## config.mk

```make
export PLATFORM = sky130hd
export DESIGN_NAME = sws_seam_seq
export DESIGN_NICKNAME = d
export VERILOG_FILES = /design/src/sws_sched_mem.sv /design/src/sws_seam_seq.sv
export SDC_FILE = /design/constraint.sdc
export NUM_CORES = 2
export LEC_CHECK = 0
export BUFFER_PORTS_ARGS = -buffer_cell sky130_fd_sc_hd__buf_4
export CAP_MARGIN = 20
export CORE_MARGIN = 5
export CORE_UTILIZATION = 50
export DETAILED_ROUTE_END_ITERATION = 7
export HOLD_SLACK_MARGIN = 0.03
export PLACE_DENSITY = 0.75
export SLEW_MARGIN = 15
export SYNTH_ARGS = -nofsm -noshare
export SYNTH_HDL_FRONTEND = slang
export SYNTH_HIERARCHICAL = 1
export SYNTH_SLANG_ARGS = --single-unit
```

## constraint.sdc

```tcl
create_clock -name clk_i -period 4.86 [get_ports clk_i]
set_input_delay 0.972 -clock clk_i [delete_from_list [all_inputs] [get_ports clk_i]]
set_output_delay 0.972 -clock clk_i [all_outputs]
set_load 0.01 [all_outputs]
```

## src/sws_sched_mem.sv

```systemverilog
`timescale 1ns/1ps
`default_nettype none

package sws_pkg;
	localparam int          ADDR_W        = 8;
	localparam int          DATA_W        = 32;
	localparam int          SCHED_AW      = 5;
	localparam int          SCHED_DEPTH   = 32;
	localparam int          CNT_W         = 7;
	localparam int          SYNC_N        = 6;
	// Register byte addresses
	localparam logic [7:0]  ADR_CTRL      = 8'h00;
	localparam logic [7:0]  ADR_STATION   = 8'h04;
	localparam logic [7:0]  ADR_STATUS    = 8'h08;
	localparam logic [7:0]  ADR_IRQ_STAT  = 8'h0C;
	localparam logic [7:0]  ADR_IRQ_MASK  = 8'h10;
	localparam logic [7:0]  ADR_SCHED_SEL = 8'h14;
	localparam logic [7:0]  ADR_SCHED_DAT = 8'h18;
	// Field positions
	localparam int          CTRL_DIAL_LSB = 8;
	localparam int          CTRL_CHAIN    = 16;
	localparam int          SEL_PCT_LSB   = 8;
	localparam int          DAT_SQZ_LSB   = 0;
	localparam int          DAT_HEAT_LSB  = 7;
	localparam int          DAT_COOL_LSB  = 14;
	localparam int          DAT_HOLD_LSB  = 21;
	localparam int          STS_STATE_LSB = 8;
	localparam int          STS_SCHED_LSB = 16;
	localparam int          IRQ_DONE      = 0;
	localparam int          IRQ_FAULT     = 1;
	localparam int          IRQ_SCHED     = 2;
	// Values
	localparam logic [7:0]  SEAM_SPOT     = 8'h00;
	localparam logic [7:0]  SEAM_ADJUST   = 8'h02;
	localparam logic [7:0]  SEAM_COMBO    = 8'h03;
	localparam logic [3:0]  SEAM_DELAY_LO = 4'h4;
	localparam logic [4:0]  SCHED_SECOND  = 5'h0A;
	localparam logic [4:0]  SCHED_THIRD   = 5'h14;
	localparam logic [6:0]  PCT_MAX       = 7'h63;
	localparam logic [6:0]  CNT_ZERO      = 7'h00;
	localparam logic [6:0]  CNT_ONE       = 7'h01;
	localparam logic [7:0]  ERR_OVERTEMP  = 8'h01;
	localparam logic [7:0]  ERR_NONE      = 8'h00;
	localparam logic [31:0] CTRL_RST      = 32'h0000_0000;
	localparam logic [5:0]  STATION_RST   = 6'h00;
	localparam logic [2:0]  IRQ_RST       = 3'h0;
	localparam logic [5:0]  SYNC_RST      = 6'h10;

	typedef enum logic [2:0] {
		ST_IDLE, ST_PRE, ST_SQUEEZE, ST_HEAT, ST_COOL, ST_HOLD, ST_DONE
	} sws_state_type;

	typedef struct packed {
		logic [6:0] pct;
		logic [6:0] hold;
		logic [6:0] cool;
		logic [6:0] heat;
		logic [6:0] squeeze;
	} sws_sched_type;

	typedef struct packed {
		logic                initiate_third;
		logic                initiate_second;
		logic                initiate_dialed;
	} sws_init_type;
endpackage

module sws_sched_mem (
	input  wire logic                           clk_i,
	input  wire logic                           resetn_i,
	input  wire logic                           wr_en_i,
	input  wire logic [sws_pkg::SCHED_AW-1:0]   wr_addr_i,
	input  wire sws_pkg::sws_sched_type         wr_data_i,
	input  wire logic [sws_pkg::SCHED_AW-1:0]   rd_addr_i,
	output var  sws_pkg::sws_sched_type         rd_data_o
);
	import sws_pkg::*;

	sws_sched_type mem_q [SCHED_DEPTH];

	always_ff @(posedge clk_i) begin
		if (wr_en_i) begin
			mem_q[wr_addr_i] <= wr_data_i;
		end
	end

	always_ff @(posedge clk_i or negedge resetn_i) begin
		if (!resetn_i) begin
			rd_data_o <= '0;
		end else begin
			rd_data_o <= mem_q[rd_addr_i];
		end
	end
endmodule // sws_sched_mem

`default_nettype wire

```

## src/sws_seam_seq.sv

```systemverilog
// Notes on behaviour
// - Seam setting zero runs plain spot sequences
// - Current switches on line cycle boundaries, except an open temperature switch cuts it at once
// - Intermittent: current in heat, none in cool
// - Heat lasts at least one line cycle
// - Opening during heat goes straight to hold
// - Opening during cool finishes cool, then hold
// - Zero cool count gives continuous current
// - Highest closed input picks schedule dial/10/20
// - Schedule changes apply mid interval at once
// - Open temperature switch shows error, faults
// - Sub-mode two: buttons raise, lower percent
// - Sub-mode three: second input runs spot
// - Sub-mode three: optional currentless spot first
// - x4 setting: measure first x cycles only
// - Station number addresses one of 64 controls
// - All counts are mains line cycles
// - No schedule chaining in normal seam
`timescale 1ns/1ps
`default_nettype none

module sws_seam_seq (
	input  wire logic                        clk_i,
	input  wire logic                        resetn_i,
	input  wire logic                        psel_i,
	input  wire logic                        penable_i,
	input  wire logic                        pwrite_i,
	input  wire logic [sws_pkg::ADDR_W-1:0]  paddr_i,
	input  wire logic [sws_pkg::DATA_W-1:0]  pwdata_i,
	output var  logic [sws_pkg::DATA_W-1:0]  prdata_o,
	output logic                             pready_o,
	output logic                             pslverr_o,
	input  wire sws_pkg::sws_init_type       init_i,
	input  wire logic                        line_sync_i,
	input  wire logic                        temp_switch_closed_i,
	input  wire logic                        data_tens_btn_i,
	input  wire logic                        data_units_btn_i,
	output var  logic                        weld_fire_o,
	output var  logic [6:0]                  percent_o,
	output var  logic                        measure_only_o,
	output var  logic                        regulate_o,
	output var  logic [7:0]                  error_code_o,
	output var  logic                        fault_o,
	output var  logic [5:0]                  station_id_o,
	output logic                             irq_o
);
	import sws_pkg::*;

	logic [SYNC_N-1:0]    s1_q, s2_q, prev_q;
	logic [31:0]          ctrl_q;
	logic [5:0]           station_q;
	logic [2:0]           irq_stat_q, irq_mask_q;
	logic [4:0]           sel_idx_q;
	logic [6:0]           sel_pct_q;
	sws_state_type        state_q, state_d;
	logic [CNT_W-1:0]     cnt_q, cnt_d;
	logic [CNT_W-1:0]     cyc_q;
	logic                 spot_q, spot_d, dry_q, dry_d;
	logic [4:0]           act_q;
	logic                 reload_q;
	logic [6:0]           pct_q;
	sws_sched_type        rd_sched;

	// Synchronised pins: line, temp, buttons, initiations
	wire [SYNC_N-1:0] pins = {line_sync_i, temp_switch_closed_i, data_tens_btn_i,
		data_units_btn_i, init_i.initiate_second, init_i.initiate_third};
	always_ff @(posedge clk_i or negedge resetn_i) begin
		if (!resetn_i) begin
			s1_q <= SYNC_RST;
			s2_q <= SYNC_RST;
			prev_q <= SYNC_RST;
		end else begin
			s1_q <= pins;
			s2_q <= s1_q;
			prev_q <= s2_q;
		end
	end
	logic dial_s1_q, dial_s2_q;
	always_ff @(posedge clk_i or negedge resetn_i) begin
		if (!resetn_i) begin
			dial_s1_q <= 1'b0;
			dial_s2_q <= 1'b0;
		end else begin
			dial_s1_q <= init_i.initiate_dialed;
			dial_s2_q <= dial_s1_q;
		end
	end

	wire line_tick  = s2_q[5] & ~prev_q[5];
	wire temp_ok    = s2_q[4];
	wire up_edge    = s2_q[3] & ~prev_q[3];
	wire dn_edge    = s2_q[2] & ~prev_q[2];
	wire in_second  = s2_q[1];
	wire in_third   = s2_q[0];
	wire in_dialed  = dial_s2_q;
	wire any_init   = in_dialed | in_second | in_third;

	// Mode decode
	wire [7:0] seam_set  = ctrl_q[7:0];
	wire [4:0] dial      = ctrl_q[CTRL_DIAL_LSB +: 5];
	wire       chain_pre = ctrl_q[CTRL_CHAIN];
	wire       seam_on   = (seam_set != SEAM_SPOT);
	wire       sub_adj   = (seam_set == SEAM_ADJUST);
	wire       sub_combo = (seam_set == SEAM_COMBO);
	wire       delay_md  = (seam_set[3:0] == SEAM_DELAY_LO);
	wire [6:0] delay_x   = {3'h0, seam_set[7:4]};

	// Priority: highest closed input wins; combo spot pins schedule 10
	wire [4:0] act_sched = (sub_combo && spot_q) ? SCHED_SECOND :
		in_third ? SCHED_THIRD : in_second ? SCHED_SECOND : dial;

	wire [6:0] heat_lim = (rd_sched.heat == CNT_ZERO) ? CNT_ONE : rd_sched.heat;
	wire [6:0] cnt_inc  = cnt_q + CNT_ONE;
	wire       fire_d   = (state_d == ST_HEAT) && !dry_d;
	wire       jump_spot = sub_combo && in_second && !spot_q;

	always_comb begin
		state_d = state_q;
		cnt_d   = cnt_q;
		spot_d  = spot_q;
		dry_d   = dry_q;
		if (!temp_ok) begin
			state_d = ST_IDLE;
			cnt_d   = CNT_ZERO;
			spot_d  = 1'b0;
			dry_d   = 1'b0;
		end else if (line_tick) begin
			cnt_d = cnt_inc;
			case (state_q)
				ST_IDLE: begin
					cnt_d = CNT_ZERO;
					if (any_init) begin
						spot_d = !seam_on || (sub_combo && in_second);
						if (sub_combo && chain_pre && in_dialed && !in_second) begin
							state_d = ST_PRE;
							dry_d   = 1'b1;
						end else begin
							state_d = ST_SQUEEZE;
						end
					end
				end
				ST_PRE: begin
					if (cnt_inc >= heat_lim) begin
						state_d = ST_SQUEEZE;
						cnt_d   = CNT_ZERO;
						dry_d   = 1'b0;
					end
				end
				ST_SQUEEZE: begin
					if (cnt_inc >= rd_sched.squeeze) begin
						state_d = ST_HEAT;
						cnt_d   = CNT_ZERO;
					end
				end
				ST_HEAT: begin
					if (spot_q) begin
						if (cnt_inc >= heat_lim) begin
							state_d = ST_HOLD;
							cnt_d   = CNT_ZERO;
						end
					end else if (!any_init) begin
						state_d = ST_HOLD;
						cnt_d   = CNT_ZERO;
					end else if (jump_spot) begin
						spot_d = 1'b1;
						cnt_d  = CNT_ZERO;
					end else if (cnt_inc >= heat_lim) begin
						cnt_d = CNT_ZERO;
						if (rd_sched.cool != CNT_ZERO) begin
							state_d = ST_COOL;
						end
					end
				end
				ST_COOL: begin
					if (jump_spot) begin
						state_d = ST_HEAT;
						spot_d  = 1'b1;
						cnt_d   = CNT_ZERO;
					end else if (cnt_inc >= rd_sched.cool) begin
						state_d = any_init ? ST_HEAT : ST_HOLD;
						cnt_d   = CNT_ZERO;
					end
				end
				ST_HOLD: begin
					if (cnt_inc >= rd_sched.hold) begin
						state_d = ST_DONE;
						cnt_d   = CNT_ZERO;
					end
				end
				ST_DONE: begin
					cnt_d = CNT_ZERO;
					spot_d = 1'b0;
					if (!any_init) begin
						state_d = ST_IDLE;
					end
				end
				default: begin
					state_d = ST_IDLE;
				end
			endcase
		end
	end

	always_ff @(posedge clk_i or negedge resetn_i) begin
		if (!resetn_i) begin
			state_q     <= ST_IDLE;
			cnt_q       <= CNT_ZERO;
			spot_q      <= 1'b0;
			dry_q       <= 1'b0;
			weld_fire_o <= 1'b0;
		end else begin
			state_q     <= state_d;
			cnt_q       <= cnt_d;
			spot_q      <= spot_d;
			dry_q       <= dry_d;
			weld_fire_o <= fire_d;
		end
	end

	// Weld cycle count for delayed regulation
	wire [6:0] cyc_d = (state_q == ST_IDLE) ? CNT_ZERO :
		(line_tick && fire_d && cyc_q != PCT_MAX) ? cyc_q + CNT_ONE : cyc_q;
	always_ff @(posedge clk_i or negedge resetn_i) begin
		if (!resetn_i) begin
			cyc_q          <= CNT_ZERO;
			measure_only_o <= 1'b0;
			regulate_o     <= 1'b0;
		end else begin
			cyc_q          <= cyc_d;
			measure_only_o <= fire_d && delay_md && (cyc_d <= delay_x);
			regulate_o     <= fire_d && !(delay_md && (cyc_d <= delay_x));
		end
	end

	// Live percent: reload on schedule change, buttons adjust in sub-mode two
	always_ff @(posedge clk_i or negedge resetn_i) begin
		if (!resetn_i) begin
			act_q    <= '0;
			reload_q <= 1'b1;
			pct_q    <= CNT_ZERO;
		end else begin
			act_q    <= act_sched;
			reload_q <= (act_sched != act_q) || (state_q == ST_IDLE);
			if (reload_q) begin
				pct_q <= rd_sched.pct;
			end else if (sub_adj && up_edge && pct_q < PCT_MAX) begin
				pct_q <= pct_q + CNT_ONE;
			end else if (sub_adj && dn_edge && pct_q != CNT_ZERO) begin
				pct_q <= pct_q - CNT_ONE;
			end
		end
	end
	assign percent_o = pct_q;

	// APB decode
	wire acc      = psel_i && penable_i;
	wire setup    = psel_i && !penable_i;
	wire hit_ctrl = (paddr_i == ADR_CTRL);
	wire hit_sta  = (paddr_i == ADR_STATION);
	wire hit_sts  = (paddr_i == ADR_STATUS);
	wire hit_irq  = (paddr_i == ADR_IRQ_STAT);
	wire hit_msk  = (paddr_i == ADR_IRQ_MASK);
	wire hit_sel  = (paddr_i == ADR_SCHED_SEL);
	wire hit_dat  = (paddr_i == ADR_SCHED_DAT);
	wire mapped   = hit_ctrl | hit_sta | hit_sts | hit_irq | hit_msk | hit_sel | hit_dat;
	wire wr       = acc && pwrite_i && mapped;
	wire wr_sched = wr && hit_dat;
	sws_sched_type wr_word;
	assign wr_word = {sel_pct_q, pwdata_i[DAT_HOLD_LSB +: 7], pwdata_i[DAT_COOL_LSB +: 7],
		pwdata_i[DAT_HEAT_LSB +: 7], pwdata_i[DAT_SQZ_LSB +: 7]};

	sws_sched_mem u_mem (
		.clk_i     (clk_i),
		.resetn_i  (resetn_i),
		.wr_en_i   (wr_sched),
		.wr_addr_i (sel_idx_q),
		.wr_data_i (wr_word),
		.rd_addr_i (act_sched),
		.rd_data_o (rd_sched)
	);

	assign pready_o  = 1'b1;
	assign pslverr_o = acc && !mapped;

	logic [31:0] rdata;
	always_comb begin
		if (hit_ctrl) begin
			rdata = ctrl_q;
		end else if (hit_sta) begin
			rdata = {26'h0, station_q};
		end else if (hit_sts) begin
			rdata = {11'h0, act_q, 5'h0, state_q, 7'h0, fault_o};
		end else if (hit_irq) begin
			rdata = {29'h0, irq_stat_q};
		end else if (hit_msk) begin
			rdata = {29'h0, irq_mask_q};
		end else if (hit_sel) begin
			rdata = {17'h0, sel_pct_q, 3'h0, sel_idx_q};
		end else begin
			rdata = 32'h0000_0000;
		end
	end

	// Events; set beats a read clear
	wire [2:0] ev;
	assign ev[IRQ_DONE]  = (state_d == ST_DONE) && (state_q != ST_DONE);
	assign ev[IRQ_FAULT] = !temp_ok && !fault_o;
	assign ev[IRQ_SCHED] = reload_q && (state_q == ST_HEAT || state_q == ST_COOL);
	wire [2:0] irq_clr = (acc && !pwrite_i && hit_irq) ? prdata_o[2:0] : IRQ_RST;

	always_ff @(posedge clk_i or negedge resetn_i) begin
		if (!resetn_i) begin
			ctrl_q     <= CTRL_RST;
			station_q  <= STATION_RST;
			irq_mask_q <= IRQ_RST;
			irq_stat_q <= IRQ_RST;
			sel_idx_q  <= '0;
			sel_pct_q  <= CNT_ZERO;
			prdata_o   <= 32'h0000_0000;
		end else begin
			if (wr && hit_ctrl) ctrl_q <= pwdata_i;
			if (wr && hit_sta) station_q <= pwdata_i[5:0];
			if (wr && hit_msk) irq_mask_q <= pwdata_i[2:0];
			if (wr && hit_sel) begin
				sel_idx_q <= pwdata_i[4:0];
				sel_pct_q <= pwdata_i[SEL_PCT_LSB +: 7];
			end
			irq_stat_q <= (irq_stat_q & ~irq_clr) | ev;
			if (setup) prdata_o <= rdata;
		end
	end
	assign irq_o        = |(irq_stat_q & irq_mask_q);
	assign station_id_o = station_q;

	always_ff @(posedge clk_i or negedge resetn_i) begin
		if (!resetn_i) begin
			fault_o      <= 1'b0;
			error_code_o <= ERR_NONE;
		end else begin
			fault_o      <= !temp_ok;
			error_code_o <= temp_ok ? ERR_NONE : ERR_OVERTEMP;
		end
	end
endmodule // sws_seam_seq

`default_nettype wire

```

Yosys cells after proc, flatten, opt, wreduce, memory -nomap -nowiden:

Memory sizes are Yosys's and may differ from the RTL's. A register that Yosys moved wholly into a read port is not among the register bits.
Index checks and enable logic that the tools add are counted.
W data, S select, Z words.

* word-level logic and storage cells: 196
* memories: 1
* bits in writable memories: 1120
* input bits: 52
* bits in read-only memories: 0
* bits in latches: 0
* register bits after elaboration: 145

* $lt $le $gt $ge: 6
* $mul: 0
* divide/modulo/power cells: 0
* shift operators: 0
* equal/unequal tests: 24
* add/subtract/negate cells: 4
* reductions and logical operators: 56
* bitwise gates (word level): 18
* mux-type cells: 62

Memories
* u_mem.mem_q: depth 32, width 35, rd ports 1, clocked after memory_dff 1, write ports 1, line sws_sched_mem.sv:79 `sws_sched_type mem_q [SCHED_DEPTH];`

Operator list (number)
* $mux W7: 16
* $mux W3: 17
* $mux W15: 3
* $mux W21: 2
* $pmux W7 S6: 1
* $logic_and A1 B1 Y1: 32
* $mux W32: 1
* $ge A7 B7 Y1: 4
* $eq A8 B5 Y1 const B: 3
* $add A7 B1 Y7 const B: 3
* $pmux W3 S7: 1
* $eq A8 B2 Y1 const B: 2
* $eq A8 B4 Y1 const B: 2
* $mux W1: 15
* $mux W5: 3
* $reduce_bool A7 Y1: 2
* $eq A3 B3 Y1 const B: 4
* $logic_not A1 Y1: 11
* $eq A3 B2 Y1 const B: 3
* $ne A3 B3 Y1 const B: 3
* $eq A8 B3 Y1 const B: 1
* $logic_not A8 Y1: 1
* $or A1 B1 Y1: 8
* $reduce_bool A8 Y1: 1
* other kinds (24): 31

Depth between registers and ports, before layout:

* depth in word-level cells: 20
* mapped depth: 26
* gate-level depth less buffers: 25

Hierarchy:

The synthesis kept the hierarchy.

Modules (own cells, without submodules)
* sws_sched_mem: seq. area each 34508.1 sq um, area an instance 44721.6 sq um, cells an instance 2469, times used 1
* sws_seam_seq: seq. area each 3532.1 sq um, area an instance 7592.3 sq um, cells an instance 761, times used 1

Worst setup path after synthesis:

Ideal clock, no wire load.

* path kind: input-to-reg
* start: input port paddr_i[0] (netlist bit)
* end: memory u_mem/mem_q[28][0] (netlist bit) (enable)
* stages on the path: 8
* library setup time: 0.427 ns
* setup slack: -0.056 ns
* arrival time: 4.489 ns
* data required time: 4.433 ns
* cells stage by stage: or4_1 nor2_1 o21a_1 nand4_1 nor4_1 or3b_2 clkbuf_1 nor2_1

* cells in the longest elaborated chain, start to end: 11
* elaborated cells between the ends (all ways): 17
* classes of those cells: eq/ne: 6; mux: 2; bitwise: 6; reduce/logical: 3

Ends and longest elaborated chain
* start: declaration: line sws_seam_seq.sv:28 `input wire logic [sws_pkg::ADDR_W-1:0] paddr_i,`
* $eq A8 B3 Y1 or $logic_not A8 Y1 (tied branches): line sws_seam_seq.sv:259, sws_seam_seq.sv:258
* $or A1 B1 Y1 (6 in series): line sws_seam_seq.sv:265 `wire mapped = hit_ctrl | hit_sta | hit_sts | hit_irq | hit_msk | hit_sel | hit_dat;`
* $logic_and A1 B1 Y1: line sws_seam_seq.sv:266 `wire wr = acc && pwrite_i && mapped;`
* $logic_and A1 B1 Y1 *: line sws_seam_seq.sv:267 `wire wr_sched = wr && hit_dat;`
* via wr_sched: line sws_seam_seq.sv:267
* $mux W1 *: line sws_sched_mem.sv:82 `if (wr_en_i) begin`
* $mux W1 (not written as such) *: line sws_sched_mem.sv:83 `mem_q[wr_addr_i] <= wr_data_i;`
* end: declaration: line sws_sched_mem.sv:79

The timed path passes the listed nets; every way through them passes the cells marked *.

Final worst setup path:

* start: register cnt_q[1]
* end: register regulate_o

* cells in the longest elaborated chain, start to end: 19
* elaborated cells between the ends (all ways): 33
* classes of those cells: add/sub: 1; order compare: 5; eq/ne: 1; mux: 19; reduce/logical: 7

Ends and longest elaborated chain
* start: declaration: line sws_seam_seq.sv:56 `logic [CNT_W-1:0] cnt_q, cnt_d;`
* start signal: assignment: line sws_seam_seq.sv:213 `cnt_q <= cnt_d;`
* $add A7 B1 Y7 *: line sws_seam_seq.sv:113 `wire [6:0] cnt_inc = cnt_q + CNT_ONE;`
* $ge A7 B7 Y1: line sws_seam_seq.sv:143, sws_seam_seq.sv:157, sws_seam_seq.sv:167
* $mux W3: line sws_seam_seq.sv:167 `end else if (cnt_inc >= heat_lim) begin`
* $mux W3: line sws_seam_seq.sv:164 `end else if (jump_spot) begin`
* $mux W3: line sws_seam_seq.sv:161 `end else if (!any_init) begin`
* $mux W3: line sws_seam_seq.sv:156 `if (spot_q) begin`
* $pmux W3 S7: line sws_seam_seq.sv:129 `case (state_q)`
* $mux W3: line sws_seam_seq.sv:127 `end else if (line_tick) begin`
* (+3 left out)
* $logic_and A1 B1 Y1 * (2 in series): line sws_seam_seq.sv:222 `(line_tick && fire_d && cyc_q != PCT_MAX) ? cyc_q + CNT_ONE : cyc_q;`
* $mux W7 *: line sws_seam_seq.sv:222
* $mux W7 *: line sws_seam_seq.sv:221 `wire [6:0] cyc_d = (state_q == ST_IDLE) ? CNT_ZERO :`
* via cyc_d[2]: line sws_seam_seq.sv:221
* $le A7 B4 Y1 *: line sws_seam_seq.sv:231 `regulate_o <= fire_d && !(delay_md && (cyc_d <= delay_x));`
* $logic_and A1 B1 Y1 *: line sws_seam_seq.sv:231
* $logic_not A1 Y1 *: line sws_seam_seq.sv:231
* $logic_and A1 B1 Y1 *: line sws_seam_seq.sv:231
* end signal: assignment: line sws_seam_seq.sv:231
* end: declaration: line sws_seam_seq.sv:41 `output var logic regulate_o,`

Marks and branches as above.
A chain may end at the register's enable or synchronous reset.

==> results.py <==
metrics = {
    "clocking": {
        "clk_latency_ns": 0.73,
        "cts_buffers": 121,
        "cts_max_level": 3,
        "clk_pin_slew_ns": 0.06,
        "cts-root-buf": "clkbuf_16",
        "tritoncts": "done",
        "cts.sinks": 1296,
        "clockBufferDepth": 3,
    },
    "pwr": {
        "power_frac_comb_pct": 3.6,
        "switchingPower_mw": 4.725,
        "p_leak_nw": 19.94,
        "p_clk_share_pct": 42.5,
        "p_int_mw": 17.84,
        "vdd_drop_max_mv": 0.2951,
        "seqPwrFrac_pct": 53.9,
        "power.density_nw_per_um2": 377.9,
        "switching_share_pct": 20.94,
    },
    "worst_setup_path": {
        "crit_buf_inv": 3,
        "cpMaxStageDelayCell": "or4b_4",
        "cp.depth": 23,
        "arrival_ns": 5.30,
        "r2r_cells": 23,
        "timing.rr.start": "cnt_q[1]$_DFFE_PN0N_",
        "path_max_fanout": 6,
        "crit_chain": "ha_4 -> xnor2_4 -> inv_2 -> ha_1 -> nand2_1 -> o211ai_1 -> or2b_4 -> o21ai_4 -> a311oi_2 -> or4b_4 -> nand4_1 -> buf_4 -> buf_4 -> o31ai_2 -> a21oi_2 -> ha_1 -> o21ai_1 -> nand2b_1 -> a21oi_1 -> a41oi_1 -> nor4bb_1 -> o21ai_1 -> and2_1",
        "r2r-end": "regulate_o$_DFF_PN0_",
        "endpoint_kind": "flop",
        "cpLargestDelayFamily": "simple AND/OR/NAND/NOR gates",
        "rrSetupSlack_ns": 0.18,
        "crit_path_start": "cnt_q[1]$_DFFE_PN0N_",
        "slowest_delay_ns": 0.50,
        "critPathKind": "flop to flop",
        "cp.required_ns": 5.48,
        "crit_end": "regulate_o$_DFF_PN0_",
        "critPathLaunchType": "flop",
    },
    "global_routing": {
        "grt_use_total_pct": 22.11,
        "antenna_found_initial": 5,
        "grt_pass1_vias": 28764,
        "grt_start_max_net_pins": 125,
        "grt_pass1_wl_mm": 186.1,
        "grt.overflow.total": 0,
    },
    "sta": {
        "finalCritPeriodShare_pct": 96.34,
        "relSlewSlack_pct": 30.41,
        "period_minus_slack_ns": 4.682,
        "fmax_mhz": 213.6,
        "tightest_slew_ns": 1.044,
        "setup_violations": 0,
        "skew_ns": 0.05848,
        "finalHoldViolations": 0,
        "whs_ns": 0.2001,
        "maxSlewViolCount": 0,
    },
    "route": {
        "avgRoutedWirePerCell_um": 25.81,
        "dr.first_iter.drc_count": 3018,
        "ant_nets": 0,
        "vias_per_cell": 6.002,
        "met2_wirelength_mm": 60.04,
        "remaining_drc_errors": 0,
        "postRouteWirelength_mm": 126.4,
        "vias": 29400,
        "routed-wl-met3_mm": 11.38,
        "wl_met1_mm": 50.62,
        "top_layer_used": "met4",
        "first_pass_iters": 7,
    },
    "synthesis": {
        "synth_area_per_cell_sq_um": 16.20,
        "synth.most_common_cell": "edfxtp_1",
        "synth_fa_ha_area_share_pct": 0.9136,
        "yosysTopAreaCell": "edfxtp_1",
        "synth_ff_type": "edfxtp_1",
        "ys_seq_elements": 1296,
        "synth_top_area_share_pct": 64.29,
        "yosys.area_share.simple_pct": 4.903,
        "mappedNetlistArea_sq_um": 52310,
        "synth_top_family_by_area": "multiplexers",
        "ys_seq_area_share_pct": 72.72,
        "async_flop_share_pct": 13.58,
        "synth_compound_area_share_pct": 6.415,
        "synth_mux_area_share_pct": 11.89,
        "synth_edf_count": 1120,
        "yosysWarnings": 6,
        "synth.distinct_cells": 89,
        "synth_cells": 3230,
        "synth_common_cells": "1120 x edfxtp_1, 563 x mux2i_1, 205 x nand2_1",
        "synth_xor_area_share_pct": 0.2942,
        "synth_area_leaders": "edfxtp_1 64%, mux2i_1 11%, dfrtp_1 8.3%, a22oi_1 1.7%, nand2_1 1.5%",
    },
    "job": {
        "maxCapViolations": 0,
    },
    "cells_and_area": {
        "fin_cells": 4898,
        "drive_above_1_share_pct": 16.12,
        "nets": 3500,
        "syn2layout_area_growth_pct": 14.16,
    },
    "floorplan": {
        "rows": 118,
        "core_sq_um": 103800,
        "die_h_um": 333.5,
        "die-area_sq_um": 111200,
        "ios": 112,
        "die_w_um": 333.5,
        "start_util_pct": 50.40,
    },
    "placement": {
        "gp_congestion": 0.8630,
        "io_buffers": 103,
        "place_inst": 4657,
        "detailed_place_hpwl_mm": 72.27,
    },
    "run_status": {
        "outcome": "completed",
    },
    "min_path": {
        "hold_class": "primary input to async pin",
    },
}
==> cell type report <==
| type | instances | area, sq um |
|---|---|---|
| Fill cell | 7623 | 44070 |
| Sequential cell | 1296 | 38040 |
| Multi-Input combinational cell | 1710 | 13220 |
| Clock buffer | 144 | 3134 |
| Timing Repair Buffer | 235 | 2489 |
| Tap cell | 1380 | 1727 |
| Clock inverter | 84 | 932.1 |
| Inverter | 48 | 180.2 |
| Antenna cell | 1 | 2.502 |
==> layer usage <==
| layer | up-vias | global-route usage, % |
|---|---|---|
| met5 | - | 0 |
| li1 | 12872 | - |
| met1 | 14910 | 30.14 |
| met2 | 1379 | 36.03 |
| met4 | 0 | 7.380 |
| met3 | 239 | 4.477 |
==> logic make-up after synthesis <==
logic type	Yosys count
XOR/XNOR	16
AND/OR/NAND/NOR	529
buffers and inverters	230
flip-flops	1296
multiplexers	615
other	2
adder cells (fa/ha/maj)	38
AO/OA/AOI/OAI	504
==> what timing repair did <==
action | CTS | global route
buffers inserted | 1 | 6
hold buffers | 0 | 0
gates cloned | 0 | 0
pin swaps | 2 | 13
setup endpoints to repair | 2 | 2
endpoints found under the hold margin | 0 | 0
resized for setup | 1 | 28
==> sequential cells by signal, indices dropped and copies added, names as in the netlist, 3 cells and up <==
| register | cells |
|---|---|
| state_q | 3 |
| prdata_o | 32 |
| station_id_o | 6 |
| s1_q | 6 |
| ctrl_q | 32 |
| cnt_q | 7 |
| u_mem/mem_q | 1120 |
| cyc_q | 7 |
| sel_pct_q | 7 |
| u_mem/rd_data_o | 35 |
| irq_stat_q | 3 |
| percent_o | 7 |
| sel_idx_q | 5 |
| prev_q | 3 |
| s2_q | 6 |
| irq_mask_q | 3 |
| act_q | 5 |
==> metrics by stage <==
stage,area [sq um],TNS (ns),setup WS (ns),util (%),power (mW)
after global placement,55360,0,0.01979,53.33,13.17
after floorplan,52340,-14.62,-0.05596,-,12.76
after CTS,59430,0,0.02764,57.26,22.67
after global routing,59720,-0.07595,-0.07595,57.54,23.21
after detailed placement,55360,-0.09517,-0.09517,53.33,13.19
final,59720,0,0.1780,57.54,22.57
==> placed cells by master, fill, tap and decap left out, types with 60 or more instances in the layout <==
cell type	synthesis	layout
a22o_1	76	76
mux2i_1	563	563
nand2_1	205	204
a21oi_1	144	143
edfxtp_1	1120	1120
nand3_1	119	118
o21ai_0	64	60
a22oi_1	116	116
dfrtp_1	173	173
clkbuf_16	0	121
buf_4	38	178
==> power groups by stage <==
stage	logic [mW]	clock network [mW]	registers (mW)
2_1_floorplan	0.379	0	12.4
3_3_place_gp	0.785	0	12.4
3_5_place_dp	0.797	0	12.4
4_1_cts	0.803	9.71	12.2
5_1_grt	0.879	10.2	12.2
6_report	0.817	9.59	12.2
==> worst register-to-register path, cell delays in order, from the launching register on <==
cell	delay, ns
dfrtp_1	0.41
ha_4	0.21
xnor2_4	0.15
inv_2	0.08
ha_1	0.29
nand2_1	0.05
o211ai_1	0.27
or2b_4	0.33
o21ai_4	0.24
a311oi_2	0.13
or4b_4	0.50
nand4_1	0.21
buf_4	0.16
buf_4	0.10
o31ai_2	0.06
a21oi_2	0.20
ha_1	0.27
o21ai_1	0.08
nand2b_1	0.06
a21oi_1	0.14
a41oi_1	0.05
nor4bb_1	0.31
o21ai_1	0.12
and2_1	0.17
==> worst min path at each step <==
stage                     slack [ns]                   to
final                           0.20    s1_q[5]$_DFF_PN0_
after floorplan                 0.33  dial_s2_q$_DFF_PN0_
after CTS                       0.31    s1_q[4]$_DFF_PN1_
after global placement          0.33    s2_q[2]$_DFF_PN0_
after detailed placement        0.34    s2_q[2]$_DFF_PN0_
after global routing            0.23    s1_q[5]$_DFF_PN0_
Note: power is estimated with default switching activity, not from simulation.
